--- src/crpoc_pkg.sv ---
// crpoc_pkg: shared constants for the parity checker and output control ends
// assumes a single 100 MHz clock; both ends import the whole package
package crpoc_pkg;
    localparam int  CRPOC_AC_W        = 24;
    localparam int  CRPOC_CS_W        = 4;
    localparam int  CRPOC_CKE_W       = 2;
    localparam int  CRPOC_ODT_W       = 2;
    localparam int  CRPOC_ERR_LAT     = 3;
    localparam int  CRPOC_ERR_REL     = 5;
    localparam int  CRPOC_ERR_MIN     = 2;
    localparam int  CRPOC_CNT_W       = 3;
    localparam int  CRPOC_CLK_MHZ     = 100;
    localparam int  CRPOC_WAKE_NS     = 100;
    localparam int  CRPOC_WAKE_CYC    = (CRPOC_WAKE_NS * CRPOC_CLK_MHZ + 999) / 1000;
    localparam int  CRPOC_SETTLE_NS   = 200;
    localparam int  CRPOC_SETTLE_CYC  = (CRPOC_SETTLE_NS * CRPOC_CLK_MHZ + 999) / 1000;
    localparam int  CRPOC_TMR_W       = 8;
    localparam int  CRPOC_CW_ADDR_LSB = 0;
    localparam int  CRPOC_CW_DATA_LSB = 4;
    localparam int  CRPOC_CW_FLOAT    = 0;
endpackage

--- src/crpoc_if.sv ---
// crpoc_if: pins between the memory controller and the registering driver
// assumes the testbench resolves the open-drain error wire from its enable
`timescale 1ns/1ps
interface crpoc_if;
    import crpoc_pkg::*;
    logic [CRPOC_AC_W-1:0]  addr_cmd_in;
    logic                   parity_bit_in;
    logic [CRPOC_CS_W-1:0]  chip_select_in_n;
    logic [CRPOC_CKE_W-1:0] clock_enable_in;
    logic [CRPOC_ODT_W-1:0] termination_ctl_in;
    logic                   cw_access;
    logic                   clock_stopped;
    logic                   parity_error_out_n;
    logic                   parity_error_oe;
    logic                   parity_error_in_n;
    modport device (
        input  addr_cmd_in, parity_bit_in, chip_select_in_n, clock_enable_in, termination_ctl_in,
        input  cw_access, clock_stopped, parity_error_in_n,
        output parity_error_out_n, parity_error_oe
    );
    modport controller (
        output addr_cmd_in, parity_bit_in, chip_select_in_n, clock_enable_in, termination_ctl_in,
        output cw_access, clock_stopped,
        input  parity_error_in_n
    );
endinterface

--- src/crpoc_device.sv ---
// crpoc_device: parity checker and output state control of the registering driver
// assumes controller obeys its pin rules; error wire is resolved outside via the enable
`timescale 1ns/1ps
module crpoc_device
    import crpoc_pkg::*;
(
    // clock and reset
    input  wire logic                   clk,
    input  wire logic                   resetn,
    // controller side
    crpoc_if.device                     ctl,
    // module side outputs
    output logic [CRPOC_AC_W-1:0]       addr_cmd_out,
    output logic                        addr_cmd_oe,
    output logic [CRPOC_CS_W-1:0]       chip_select_out_n,
    output logic                        chip_select_oe,
    output logic [CRPOC_CKE_W-1:0]      clock_enable_out_a,
    output logic [CRPOC_CKE_W-1:0]      clock_enable_out_b,
    output logic [CRPOC_ODT_W-1:0]      termination_ctl_out,
    output logic                        termination_oe,
    output logic                        memory_clock_en,
    output logic                        feedback_clock_out,
    output logic                        input_bus_termination,
    output logic [3:0]                  cw_addr_out,
    output logic [3:0]                  cw_data_out,
    output logic                        float_option
);
    // stage 1 holds data waiting for its parity bit
    logic [CRPOC_AC_W-1:0]  ac_r;
    logic                   sel_r;
    logic                   cw_r;
    logic                   started_r;
    logic [2:0]             err_pipe_r;
    logic [CRPOC_CNT_W-1:0] err_cnt_r;
    logic [CRPOC_CNT_W-1:0] err_cnt_nxt;
    logic                   err_low_r;
    logic [3:0]             cw_addr_r;
    logic [3:0]             cw_data_r;
    logic                   fb_r;
    logic [CRPOC_CS_W-1:0]  cs_r;
    logic [CRPOC_AC_W-1:0]  aco_r;
    logic [CRPOC_CKE_W-1:0] cke_r;
    logic [CRPOC_ODT_W-1:0] odt_r;
    logic                   gate_r;
    logic                   run_r;

    wire any_sel    = ~&ctl.chip_select_in_n;
    wire par_odd    = ^{ac_r, ctl.parity_bit_in};
    wire par_err    = sel_r & par_odd;
    wire cw_ok      = cw_r & sel_r & ~par_odd;
    wire floated    = float_option & ~any_sel;
    wire drive_on   = run_r & ~ctl.clock_stopped;

    // release count from the third edge: error held through cycle n+4, high-z at n+5
    always_comb begin
        err_cnt_nxt = err_cnt_r;
        if (err_pipe_r[1]) begin
            err_cnt_nxt = CRPOC_CNT_W'(CRPOC_ERR_REL - CRPOC_ERR_LAT);
        end else if (err_cnt_r != '0) begin
            err_cnt_nxt = err_cnt_r - 1'b1;
        end
    end

    always_ff @(posedge clk) begin
        if (!resetn) begin
            ac_r       <= '0;
            sel_r      <= 1'b0;
            cw_r       <= 1'b0;
            err_pipe_r <= '0;
            err_cnt_r  <= '0;
            err_low_r  <= 1'b0;
        end else if (!ctl.clock_stopped) begin
            ac_r       <= ctl.addr_cmd_in;
            sel_r      <= any_sel;
            cw_r       <= ctl.cw_access;
            err_pipe_r <= {err_pipe_r[1:0], par_err};
            err_cnt_r  <= err_cnt_nxt;
            err_low_r  <= (err_cnt_nxt != '0);
        end
    end

    // control words survive a stopped clock, cleared only by reset
    always_ff @(posedge clk) begin
        if (!resetn) begin
            cw_addr_r    <= '0;
            cw_data_r    <= '0;
            float_option <= 1'b0;
        end else if (!ctl.clock_stopped && cw_ok) begin
            cw_addr_r <= ac_r[CRPOC_CW_ADDR_LSB +: 4];
            cw_data_r <= ac_r[CRPOC_CW_DATA_LSB +: 4];
            if (ac_r[CRPOC_CW_ADDR_LSB +: 4] == 4'h0) begin
                float_option <= ac_r[CRPOC_CW_DATA_LSB + CRPOC_CW_FLOAT];
            end
        end
    end

    // output stage
    always_ff @(posedge clk) begin
        if (!resetn) begin
            started_r <= 1'b0;
            run_r     <= 1'b0;
            cs_r      <= '1;
            aco_r     <= '0;
            cke_r     <= '0;
            odt_r     <= '0;
            gate_r    <= 1'b0;
            fb_r      <= 1'b0;
        end else begin
            started_r <= 1'b1;
            run_r     <= 1'b1;
            gate_r    <= ~floated;
            fb_r      <= drive_on ? ~fb_r : 1'b0;
            if (ctl.clock_stopped) begin
                cke_r <= '0;
            end else begin
                cs_r  <= started_r ? ctl.chip_select_in_n : '1;
                aco_r <= ctl.addr_cmd_in;
                cke_r <= started_r ? ctl.clock_enable_in : '0;
                odt_r <= ctl.termination_ctl_in;
            end
        end
    end

    always_comb begin
        ctl.parity_error_out_n = 1'b0;
        ctl.parity_error_oe    = err_low_r;
    end

    assign addr_cmd_out          = aco_r;
    assign addr_cmd_oe           = drive_on & gate_r;
    assign chip_select_out_n     = cs_r;
    assign chip_select_oe        = drive_on;
    assign clock_enable_out_a    = cke_r;
    assign clock_enable_out_b    = cke_r;
    assign termination_ctl_out   = odt_r;
    assign termination_oe        = drive_on;
    assign memory_clock_en       = drive_on;
    assign feedback_clock_out    = fb_r;
    assign input_bus_termination = run_r;
    assign cw_addr_out           = cw_addr_r;
    assign cw_data_out           = cw_data_r;
endmodule

--- src/flat_wrapper.sv ---
// flat-port wrapper written by rule: the top's interface ports become plain ports
module crpoc_device_flat import crpoc_pkg::*;
  (clk, resetn, addr_cmd_out, addr_cmd_oe, chip_select_out_n, chip_select_oe, clock_enable_out_a, clock_enable_out_b, termination_ctl_out, termination_oe, memory_clock_en, feedback_clock_out, input_bus_termination, cw_addr_out, cw_data_out, float_option, ctl_addr_cmd_in, ctl_parity_bit_in, ctl_chip_select_in_n, ctl_clock_enable_in, ctl_termination_ctl_in, ctl_cw_access, ctl_clock_stopped, ctl_parity_error_in_n, ctl_parity_error_out_n, ctl_parity_error_oe);
  crpoc_if ctl_i ();
  input  wire logic clk;
  input  wire logic resetn;
  output logic [CRPOC_AC_W-1:0] addr_cmd_out;
  output logic addr_cmd_oe;
  output logic [CRPOC_CS_W-1:0] chip_select_out_n;
  output logic chip_select_oe;
  output logic [CRPOC_CKE_W-1:0] clock_enable_out_a;
  output logic [CRPOC_CKE_W-1:0] clock_enable_out_b;
  output logic [CRPOC_ODT_W-1:0] termination_ctl_out;
  output logic termination_oe;
  output logic memory_clock_en;
  output logic feedback_clock_out;
  output logic input_bus_termination;
  output logic [3:0] cw_addr_out;
  output logic [3:0] cw_data_out;
  output logic float_option;
  input wire logic [$bits(ctl_i.addr_cmd_in)-1:0] ctl_addr_cmd_in;
  input wire logic [$bits(ctl_i.parity_bit_in)-1:0] ctl_parity_bit_in;
  input wire logic [$bits(ctl_i.chip_select_in_n)-1:0] ctl_chip_select_in_n;
  input wire logic [$bits(ctl_i.clock_enable_in)-1:0] ctl_clock_enable_in;
  input wire logic [$bits(ctl_i.termination_ctl_in)-1:0] ctl_termination_ctl_in;
  input wire logic [$bits(ctl_i.cw_access)-1:0] ctl_cw_access;
  input wire logic [$bits(ctl_i.clock_stopped)-1:0] ctl_clock_stopped;
  input wire logic [$bits(ctl_i.parity_error_in_n)-1:0] ctl_parity_error_in_n;
  output wire logic [$bits(ctl_i.parity_error_out_n)-1:0] ctl_parity_error_out_n;
  output wire logic [$bits(ctl_i.parity_error_oe)-1:0] ctl_parity_error_oe;
  assign ctl_i.addr_cmd_in = ctl_addr_cmd_in;
  assign ctl_i.parity_bit_in = ctl_parity_bit_in;
  assign ctl_i.chip_select_in_n = ctl_chip_select_in_n;
  assign ctl_i.clock_enable_in = ctl_clock_enable_in;
  assign ctl_i.termination_ctl_in = ctl_termination_ctl_in;
  assign ctl_i.cw_access = ctl_cw_access;
  assign ctl_i.clock_stopped = ctl_clock_stopped;
  assign ctl_i.parity_error_in_n = ctl_parity_error_in_n;
  assign ctl_parity_error_out_n = ctl_i.parity_error_out_n;
  assign ctl_parity_error_oe = ctl_i.parity_error_oe;
  crpoc_device u_core (.clk(clk), .resetn(resetn), .ctl(ctl_i), .addr_cmd_out(addr_cmd_out), .addr_cmd_oe(addr_cmd_oe), .chip_select_out_n(chip_select_out_n), .chip_select_oe(chip_select_oe), .clock_enable_out_a(clock_enable_out_a), .clock_enable_out_b(clock_enable_out_b), .termination_ctl_out(termination_ctl_out), .termination_oe(termination_oe), .memory_clock_en(memory_clock_en), .feedback_clock_out(feedback_clock_out), .input_bus_termination(input_bus_termination), .cw_addr_out(cw_addr_out), .cw_data_out(cw_data_out), .float_option(float_option));
endmodule
--- config.mk ---
export PLATFORM = sky130hd
export DESIGN_NAME = crpoc_device_flat
export DESIGN_NICKNAME = d
export VERILOG_FILES = /design/src/crpoc_pkg.sv /design/src/crpoc_if.sv /design/src/crpoc_device.sv /design/src/flat_wrapper.sv
export SDC_FILE = /design/constraint.sdc
export NUM_CORES = 1
export LEC_CHECK = 0
export ABC_AREA = 1
export BUFFER_PORTS_ARGS = -buffer_cell sky130_fd_sc_hd__clkbuf_2
export CAP_MARGIN = 20
export CORE_AREA = 2 2 69 71
export CTS_BUF_LIST = sky130_fd_sc_hd__clkbuf_8
export DETAILED_ROUTE_END_ITERATION = 10
export DIE_AREA = 0 0 71 73
export MAX_ROUTING_LAYER = met4
export PLACE_DENSITY = 0.89
export SKIP_CTS_REPAIR_TIMING = 1
export SLEW_MARGIN = 25
export SYNTH_ARGS = -nofsm -noshare
export SYNTH_HDL_FRONTEND = slang
export SYNTH_SLANG_ARGS = --single-unit
--- constraint.sdc ---
create_clock -name clk -period 3 [get_ports clk]
set_input_delay 0 -clock clk [delete_from_list [all_inputs] [get_ports clk]]
set_output_delay 0 -clock clk [all_outputs]
set_load 0.05 [all_outputs]
==> flow_metrics.py, run 1 <==
metrics = {
    "route": {
        "vias_per_cell": 5.01,
        "wl_mm": 5.69,
        "drtIter0Drc": 106,
        "vias": 2497,
        "drc": 0,
        "firstDrtPassIters": 4,
        "drt.antenna.violating_nets": 0,
        "wl_per_cell_um": 11.4,
    },
    "clock_network": {
        "clk_path_buf_depth": 2,
        "cts_tree": "done",
        "numCtsBuffers": 5,
        "cts_sinks": 52,
        "htree_levels": 2,
        "clkTransAtPathRegs_ns": 0.09,
        "cts_root_buffer": "clkbuf_8",
        "insertion_delay_ns": 0.30,
    },
    "floorplan": {
        "coreArea_um2": 4540,
        "die_w_um": 71,
        "rows": 25,
        "start_util": 0.523,
        "ios": 89,
        "die_h_um": 73,
        "dieArea_um2": 5180,
    },
    "final_layout": {
        "stdcell_count": 498,
        "drive_gt1_frac": 0.239,
        "fin_nets": 483,
        "fin_area_um2": 3100,
        "diodes": 0,
        "finish.utilization": 0.683,
        "syn2layout_area_growth_pct": 30.6,
    },
    "critical_path": {
        "reg2reg_to": "u_core.cw_data_out[1]",
        "r2r-start": "u_core.addr_cmd_out[1]",
        "worstPathRequired_ns": 3.16,
        "reg2regPathDepth": 13,
        "crit_arrival_ns": 2.09,
        "cp-startpoint": "u_core.addr_cmd_out[1]",
        "reg2reg_slack_ns": 1.07,
        "crit_end": "u_core.cw_data_out[1]",
        "startpoint_type": "flip-flop",
        "critPathMaxFanout": 11,
        "worstSetupPathType": "reg -> reg",
        "crit_path_end_kind": "flip-flop",
    },
    "sta": {
        "maxSlewHeadroom": 0.611,
        "setup_viol": 0,
        "max_freq_mhz": 519,
        "report.final.slew_viol_count": 0,
        "whs_ns": -0.0380,
        "rsz0062_at_grt": "false",
        "fin_crit_ns": 1.93,
        "setup_tns_ns": 0,
        "worst_slew_pin_slew_ns": 0.584,
        "hold_violations": 11,
        "finClkSkew_ns": 0.00667,
        "min_period_over_period": 0.643,
    },
    "pwr": {
        "ir_drop_uv": 358,
        "power_leakage_nw": 1.62,
        "power.density_nw_per_um2": 540,
        "power_mw": 1.67,
    },
    "placement": {
        "hpwl_mm": 3.85,
        "dpl_cell_area_um2": 2790,
        "gp_congestion": 0.791,
        "dpl.cell_count": 470,
        "port_buffers": 86,
    },
    "hold_path": {
        "worstHoldPathType": "in -> reg",
    },
    "logic_synthesis": {
        "ys_seq_area_frac": 0.439,
        "synth_area_um2": 2370,
        "yosysWarnings": 0,
        "postSynthCellCount": 346,
        "syn_nets": 386,
        "avgSynthCellArea_um2": 6.86,
        "synth-seq-cells": 52,
        "synthDistinctLibCells": 26,
    },
    "global_route": {
        "antenna_found_initial": 0,
        "met3_usage": 0.0428,
        "grt_pass1_wl_mm": 8.56,
        "grt_pass1_vias": 2084,
        "grt_util_met1": 0.221,
        "grt_max_degree": 51,
        "grt_usage": 0.209,
        "overflow": 0,
        "grtUsageMet2": 0.398,
        "top_usage_layer": "met2",
    },
    "status": {
        "violations": "negative hold slack",
        "outcome": "complete, but fails checks",
    },
    "flow_run": {
        "drv_cap": 0,
    },
}
## per-layer routing
layer / wire (um) / share of wire
met3: 262 / 0.046
met4: 22 / 0.0039
met1: 2360 / 0.41
met2: 3040 / 0.54
met5: 0 / 0
## sequential cells by signal, summed over array words and instances, names as in the netlist
name	count
u_core.cw_data_out	4
u_core.ctl.parity_error_oe	1
u_core.float_option	1
u_core.sel_r	1
u_core.err_pipe_r	2
u_core.err_cnt_r	3
u_core.cw_r	1
u_core.clock_enable_out_a	2
u_core.cw_addr_out	4
u_core.termination_ctl_out	2
u_core.chip_select_out_n	4
u_core.gate_r	1
u_core.started_r	1
u_core.feedback_clock_out	1
u_core.addr_cmd_out	24
## critical path, cell delays in order (launching register included)
cell     delay, ns
dfxtp_1       0.39
inv_1         0.08
nand2_2       0.08
nand2_1       0.07
nand2_1       0.09
inv_1         0.04
nor2_1        0.10
nand2_1       0.07
nand3_1       0.11
nand3_1       0.13
nand2_2       0.21
nand2_1       0.23
nand2_1       0.12
a21oi_1       0.06
## per-stage QoR
step                      hold slack, ns  setup slack [ns]
after global routing             0.00649             0.812
after floorplan                   0.0277             0.988
after CTS                         -0.113              1.07
after detailed placement           0.208              1.11
final                            -0.0380              1.07
after global placement             0.208              1.19
## kinds of logic (layout without fill, tap and decap cells)
group           count (synthesis)  count (layout)  share of synthesized area
compound gates                 69              69                      0.148
xor+xnor                        6               6                     0.0222
fa+ha+maj                       2               2                     0.0105
buf+inv                        63             161                      0.111
flops                          52              52                      0.439
other cells                     1               1                    0.00158
simple gates                  153             153                      0.267
## power by group
part           internal, mW  leakage [nW]  total (mW)  switching (mW)
logic                 0.134          1.13       0.440           0.306
registers             0.730         0.429       0.766          0.0360
clock network         0.245        0.0593       0.466           0.222
## layout make-up
cell class	instances	area (um^2)
Fill cell	379	1440
Clock buffer	5	68.8
Clock inverter	3	38.8
Inverter	45	169
Timing Repair Buffer	108	646
Multi-Input combinational cell	231	1070
Tap cell	54	67.6
Sequential cell	52	1040
## how the worst min path moves through the flow
stage / startpoint / endpoint / slack [ns] / cells after the start
after floorplan: resetn / u_core.started_r / 0.03 / 0
after global placement: ctl_clock_enable_in[0] / u_core.clock_enable_out_a[0] / 0.21 / 3
after detailed placement: ctl_clock_enable_in[1] / u_core.clock_enable_out_a[1] / 0.21 / 3
after CTS: ctl_clock_enable_in[1] / u_core.clock_enable_out_a[1] / -0.11 / 3
after global routing: ctl_addr_cmd_in[6] / u_core.addr_cmd_out[6] / 0.006 / 3
final: ctl_addr_cmd_in[18] / u_core.addr_cmd_out[18] / -0.04 / 3
## cell usage after synthesis, drive strengths merged
cell    number  share of area
and3         2         0.0053
nand2       89           0.15
nor2        38          0.061
nand3       15          0.034
buf          7          0.023
clkbuf      11          0.017
conb         1         0.0016
nor4         1         0.0026
xor2         3          0.011
inv         45          0.071
a31oi        1         0.0026
nand4        3         0.0079
o211ai       1         0.0032
a211oi       1         0.0032
ha           2          0.011
a21oi       35          0.074
xnor2        3          0.011
o21ai       31          0.065
nor3         5          0.011
dfxtp       52           0.44
## cell usage in the layout, fill, tap and decap left out, types with 14 or more instances in the layout
cell,n
nand3_1,14
o21ai_0,31
inv_1,42
nor2_1,37
a21oi_1,35
clkbuf_2,86
dlygate4sd3_1,20
nand2_1,84
dfxtp_1,52
Note: power is estimated with default switching activity, not from simulation.
==> run 2, diff against run 1 <==
--- a/config.mk
+++ b/config.mk
@@ -5,15 +5,15 @@
 export SDC_FILE = /design/constraint.sdc
 export NUM_CORES = 1
 export LEC_CHECK = 0
-export ABC_AREA = 1
+export ABC_AREA = 0
 export BUFFER_PORTS_ARGS = -buffer_cell sky130_fd_sc_hd__clkbuf_2
 export CAP_MARGIN = 20
-export CORE_AREA = 2 2 69 71
+export CORE_AREA = 2 2 71 73
 export CTS_BUF_LIST = sky130_fd_sc_hd__clkbuf_8
 export DETAILED_ROUTE_END_ITERATION = 10
-export DIE_AREA = 0 0 71 73
+export DIE_AREA = 0 0 73 75
 export MAX_ROUTING_LAYER = met4
-export PLACE_DENSITY = 0.89
+export PLACE_DENSITY = 0.83
 export SKIP_CTS_REPAIR_TIMING = 1
 export SLEW_MARGIN = 25
 export SYNTH_ARGS = -nofsm -noshare
==> constraint.sdc (replaced) <==
create_clock -name clk -period 1.9 [get_ports clk]
set_input_delay 0 -clock clk [delete_from_list [all_inputs] [get_ports clk]]
set_output_delay 0 -clock clk [all_outputs]
set_load 0.05 [all_outputs]
==> flow_metrics.py, run 2 <==
metrics = {
    "global_route": {
        "grt_pass1_vias": 1725,
        "antenna_found_initial": 0,
        "grt_pass1_wl_mm": 7.71,
        "overflow": 0,
        "grt_max_degree": 30,
        "grt_usage": 0.188,
    },
    "final_layout": {
        "multi_input_area_um2": 1150,
        "largest_register_ffs": 24,
        "nFillCells": 370,
        "fin_nets": 388,
        "drive_gt1_frac": 0.421,
        "seqCellArea_um2": 1120,
        "diodes": 0,
        "final_common_cell": "clkbuf_2",
        "fin_area_um2": 3260,
        "syn2layout_area_growth_pct": 43.5,
        "mostFrequentLayoutCells": "86 x clkbuf_2, 37 x mux2i_1, 29 x nor2b_1, 29 x dfxtp_1, 27 x nand2_1",
    },
    "pwr": {
        "power_mw": 2.84,
        "ir_drop_uv": 479,
        "power_leakage_nw": 1.54,
        "power.density_nw_per_um2": 871,
    },
    "sta": {
        "min_period_over_period": 1.04,
        "max_freq_mhz": 504,
        "finClkSkew_ns": 0.0131,
        "worst_slew_pin_slew_ns": 0.531,
        "fin_crit_ns": 1.98,
        "maxSlewHeadroom": 0.646,
        "hold_violations": 11,
        "setup_tns_ns": -0.440,
        "report.final.slew_viol_count": 0,
        "worst_slack_ns": -0.0843,
        "whs_ns": -0.0442,
        "rsz0062_at_grt": "true",
        "setup_viol": 9,
    },
    "route": {
        "vias": 1962,
        "wl_mm": 5.24,
        "vias_per_cell": 4.87,
        "drt.antenna.violating_nets": 0,
        "drtIter0Drc": 47,
        "drc": 0,
        "firstDrtPassIters": 4,
        "wl_per_cell_um": 13.0,
    },
    "placement": {
        "gp_congestion": 0.751,
        "dpl_cell_area_um2": 2980,
        "place_ws_ns": -0.0913,
        "port_buffers": 86,
        "hpwl_mm": 3.68,
    },
    "floorplan": {
        "rows": 25,
        "start_util": 0.488,
        "ios": 89,
        "die_h_um": 75,
        "die_w_um": 73,
        "dieArea_um2": 5480,
        "coreArea_um2": 4660,
    },
    "critical_path": {
        "crit_buf_inv": 1,
        "critPathMaxFanout": 8,
        "crit_path_end_kind": "flip-flop",
        "startpoint_type": "flip-flop",
        "critical_path.max_stage_delay_ns": 0.42,
        "cp_cell_sequence": "xnor2_2 -> xnor2_1 -> xnor3_1 -> xnor3_2 -> nor3_4 -> buf_12 -> mux2i_1",
        "worst_path_dominant_cell_family": "XOR/XNOR gates",
        "cp_slowest_cell": "xnor3_1",
        "worstPathRequired_ns": 2.13,
        "worstSetupPathType": "reg -> reg",
        "crit_arrival_ns": 2.21,
    },
    "clock_network": {
        "cts_tree": "done",
        "numCtsBuffers": 5,
        "insertion_delay_ns": 0.30,
        "htree_levels": 2,
        "clk_path_buf_depth": 2,
        "cts_root_buffer": "clkbuf_8",
        "clkTransAtPathRegs_ns": 0.09,
        "cts_sinks": 52,
    },
    "logic_synthesis": {
        "synth_compound_area_frac": 0.0435,
        "synth-xor-area-share": 0.101,
        "avgSynthCellArea_um2": 10.0,
        "yosysMostFrequentCell": "dfxtp_1",
        "yosys.area_share.simple": 0.174,
        "yosysTopAreaCellShare": 0.458,
        "synth_area_um2": 2270,
        "synth_top_family_by_area": "simple AND/OR/NAND/NOR gates",
        "yosysWarnings": 0,
        "synth_area_leaders": "dfxtp_1 46%, mux2i_1 16%, nor2b_1 8.0%",
        "synthMuxAreaShare": 0.168,
        "postSynthCellCount": 227,
        "syn_nets": 267,
        "synth_flop_cell": "dfxtp_1",
        "synth-seq-cells": 52,
        "ys_seq_area_frac": 0.458,
        "synthDistinctLibCells": 32,
        "synthAdderAreaFrac": 0.0110,
        "yosysTopAreaCell": "dfxtp_1",
        "ys_async_sr_fraction": 0,
        "synth_edf_count": 0,
        "synthTopCellsByCount": "52 x dfxtp_1, 37 x mux2i_1, 29 x nor2b_1",
    },
    "flow_run": {
        "drv_cap": 0,
    },
    "status": {
        "outcome": "complete, but fails checks",
        "violations": "negative hold slack, negative setup slack",
    },
    "hold_path": {
        "worstHoldPathType": "in -> reg",
    },
}
## run 2: metal layers
metal	vias to the layer above	track usage	wire length, um
li1	989	-	-
met1	902	0.226	2190
met2	65	0.321	2760
met3	6	0.0402	229
met4	0	0.0494	60
met5	-	-	0
## run 2: worst paths after layout
path / start / to / slack [ns] / depth (start not counted)
setup reg to reg: u_core.addr_cmd_out[21] / u_core.cw_addr_out[1] / -0.08 / 7
hold / removal: ctl_addr_cmd_in[13] / u_core.addr_cmd_out[13] / -0.04 / 3
setup / recovery: u_core.addr_cmd_out[21] / u_core.cw_addr_out[1] / -0.08 / 7
hold reg to reg: u_core.feedback_clock_out / u_core.feedback_clock_out / 0.41 / 1
## run 2: cell families (layout without fill, tap and decap cells)
group                    Yosys count  after routing
AO/OA/AOI/OAI                     16             16
XOR/XNOR                          22             22
adder cells (fa/ha/maj)            2              2
buffers and inverters             21            143
flip-flops                        52             52
multiplexers                      38             38
other                              1              1
AND/OR/NAND/NOR                   75             75
## run 2: worst reg2reg max path, cell delays in order (launching register included)
cell	delay [ns]
dfxtp_4	0.36
xnor2_2	0.13
xnor2_1	0.19
xnor3_1	0.42
xnor3_2	0.28
nor3_4	0.18
buf_12	0.16
mux2i_1	0.20
## run 2: area by class of cell
type,count,share of cell area
Clock buffer,5,0.0211
Clock inverter,3,0.00384
Inverter,5,0.00576
Multi-Input combinational cell,154,0.354
Sequential cell,52,0.343
Tap cell,54,0.0207
Timing Repair Buffer,130,0.252
## run 2: through the flow
stage,instances,hold slack [ns],util
global placement,376,0.231,0.640
floorplan,227,0.0277,-
detailed placement,376,0.238,0.640
CTS,384,-0.0767,0.657
global route,403,0.000580,0.700
finish,403,-0.0442,0.700
## run 2: report_power, final
part | total, mW | internal (mW) | switching, mW
Sequential | 1.23 | 1.16 | 0.0636
Combinational | 1.02 | 0.459 | 0.566
Clock | 0.588 | 0.249 | 0.339
==> run 3, diff against run 2 <==
==> constraint.sdc (replaced) <==
create_clock -name clk -period 2.2 [get_ports clk]
set_input_delay 0 -clock clk [delete_from_list [all_inputs] [get_ports clk]]
set_output_delay 0 -clock clk [all_outputs]
set_load 0.05 [all_outputs]
==> flow_metrics.py, run 3 (synthesis gave the netlist of run 2 again) <==
metrics = {
    "critical_path": {
        "crit_path_end_kind": "flip-flop",
        "cp_slowest_cell": "xnor3_1",
        "worstPathRequired_ns": 2.43,
        "cp_cell_sequence": "xnor2_1 -> xnor2_1 -> xnor3_1 -> xnor3_2 -> nor4_2 -> mux2i_1",
        "crit_arrival_ns": 2.30,
        "startpoint_type": "flip-flop",
        "critical_path.max_stage_delay_ns": 0.44,
        "path_common_cell": "xnor2_1",
        "worstSetupPathType": "reg -> reg",
        "critPathMaxFanout": 3,
    },
    "global_route": {
        "grt_max_degree": 61,
        "grt_pass1_vias": 1650,
        "antenna_found_initial": 0,
        "grt_usage": 0.170,
        "overflow": 0,
        "grt_pass1_wl_mm": 6.91,
    },
    "final_layout": {
        "fin_nets": 375,
        "multi_input_area_um2": 1140,
        "syn2layout_area_growth_pct": 38.3,
        "fin_area_um2": 3140,
        "drive_gt1_frac": 0.360,
        "diodes": 0,
        "final_common_cell": "clkbuf_2",
        "nFillCells": 378,
        "mostFrequentLayoutCells": "86 x clkbuf_2, 37 x mux2i_1, 33 x dfxtp_1",
        "largest_register_ffs": 24,
        "seqCellArea_um2": 1060,
    },
    "clock_network": {
        "htree_levels": 2,
        "clkTransAtPathRegs_ns": 0.09,
        "cts_tree": "done",
        "cts_sinks": 52,
        "insertion_delay_ns": 0.30,
        "numCtsBuffers": 5,
        "cts_root_buffer": "clkbuf_8",
        "clk_path_buf_depth": 2,
    },
    "sta": {
        "finClkSkew_ns": 0.00756,
        "rsz0062_at_grt": "false",
        "setup_tns_ns": 0,
        "max_freq_mhz": 483,
        "fin_crit_ns": 2.07,
        "report.final.slew_viol_count": 0,
        "hold_violations": 4,
        "min_period_over_period": 0.941,
        "whs_ns": -0.0476,
        "setup_viol": 0,
    },
    "route": {
        "vias_per_cell": 4.75,
        "firstDrtPassIters": 4,
        "vias": 1852,
        "drc": 0,
        "drtIter0Drc": 46,
        "drt.antenna.violating_nets": 0,
        "wl_per_cell_um": 12.2,
        "wl_mm": 4.75,
    },
    "floorplan": {
        "start_util": 0.488,
        "ios": 89,
        "die_w_um": 73,
        "rows": 25,
        "die_h_um": 75,
        "dieArea_um2": 5480,
        "coreArea_um2": 4660,
    },
    "pwr": {
        "p_int_mw": 1.62,
        "seqPwrFrac": 0.442,
        "ir_drop_uv": 463,
        "power_leakage_nw": 1.45,
        "pwr-share-clk": 0.224,
        "switchingPower_uw": 809,
        "swShare": 0.333,
        "combPwrFrac": 0.334,
        "power_mw": 2.43,
        "power.density_nw_per_um2": 773,
    },
    "hold_path": {
        "worstHoldPathType": "in -> reg",
    },
    "flow_run": {
        "drv_cap": 0,
    },
    "status": {
        "violations": "negative hold slack",
        "outcome": "complete, but fails checks",
    },
    "placement": {
        "port_buffers": 86,
        "dpl_cell_area_um2": 2740,
        "hpwl_mm": 3.13,
        "gp_congestion": 0.735,
    },
}
[run 3: cell types whose count changed in the layout (fill, tap and decap cells not counted), sizes merged]
cell,before,now
clkinv,1,2
buf,25,3
inv,7,5
clkbuf,91,92
dlygate4sd3,19,28
[run 3: final timing paths]
check	from	endpoint	slack, ns	depth (start not counted)
max	u_core.addr_cmd_out[21]	u_core.float_option	0.13	6
max reg2reg	u_core.addr_cmd_out[21]	u_core.float_option	0.13	6
min reg2reg	u_core.feedback_clock_out	u_core.feedback_clock_out	0.42	1
min	ctl_addr_cmd_in[22]	u_core.addr_cmd_out[22]	-0.05	3
[run 3: metrics by stage]
step,utilization,setup slack [ns],hold WS [ns],std cells
6_report,0.674,0.129,-0.0476,390
5_1_grt,0.674,0.0421,0.00196,390
4_1_cts,0.608,0.110,-0.0791,361
3_5_place_dp,0.588,0.136,0.240,353
3_3_place_gp,0.588,0.196,0.231,353
2_1_floorplan,-,0.0281,0.0277,227
[run 3: worst max-delay path, delay by kind of cell (launching register included)]
kind	cells	cell delay, ns
flip-flops	1	0.34
multiplexers	1	0.21
XOR/XNOR	4	1.08
AND/OR/NAND/NOR	1	0.37
[run 3: cell type report]
class	count	share of cell area
clock buffer	6	0.0263
clock inverter	2	0.00319
inverter	5	0.00597
multi-input combinational	154	0.363
sequential	52	0.339
tap	54	0.0215
timing repair buffer	117	0.241
[run 3: routing by layer]
layer	track usage	wire (um)	up-vias
li1	-	-	963
met1	0.189	2040	830
met2	0.294	2420	52
met3	0.0415	198	7
met4	0.0617	85	0
met5	-	0	-
[run 3: power groups by stage]
stage,Clock [mW],Sequential [mW],Combinational [mW]
after CTS,0.569,1.07,0.768
after global routing,0.605,1.09,0.884
after global placement,0,1.09,0.747
after floorplan,0,1.23,0.479
after detailed placement,0,1.10,0.766
final,0.544,1.07,0.812
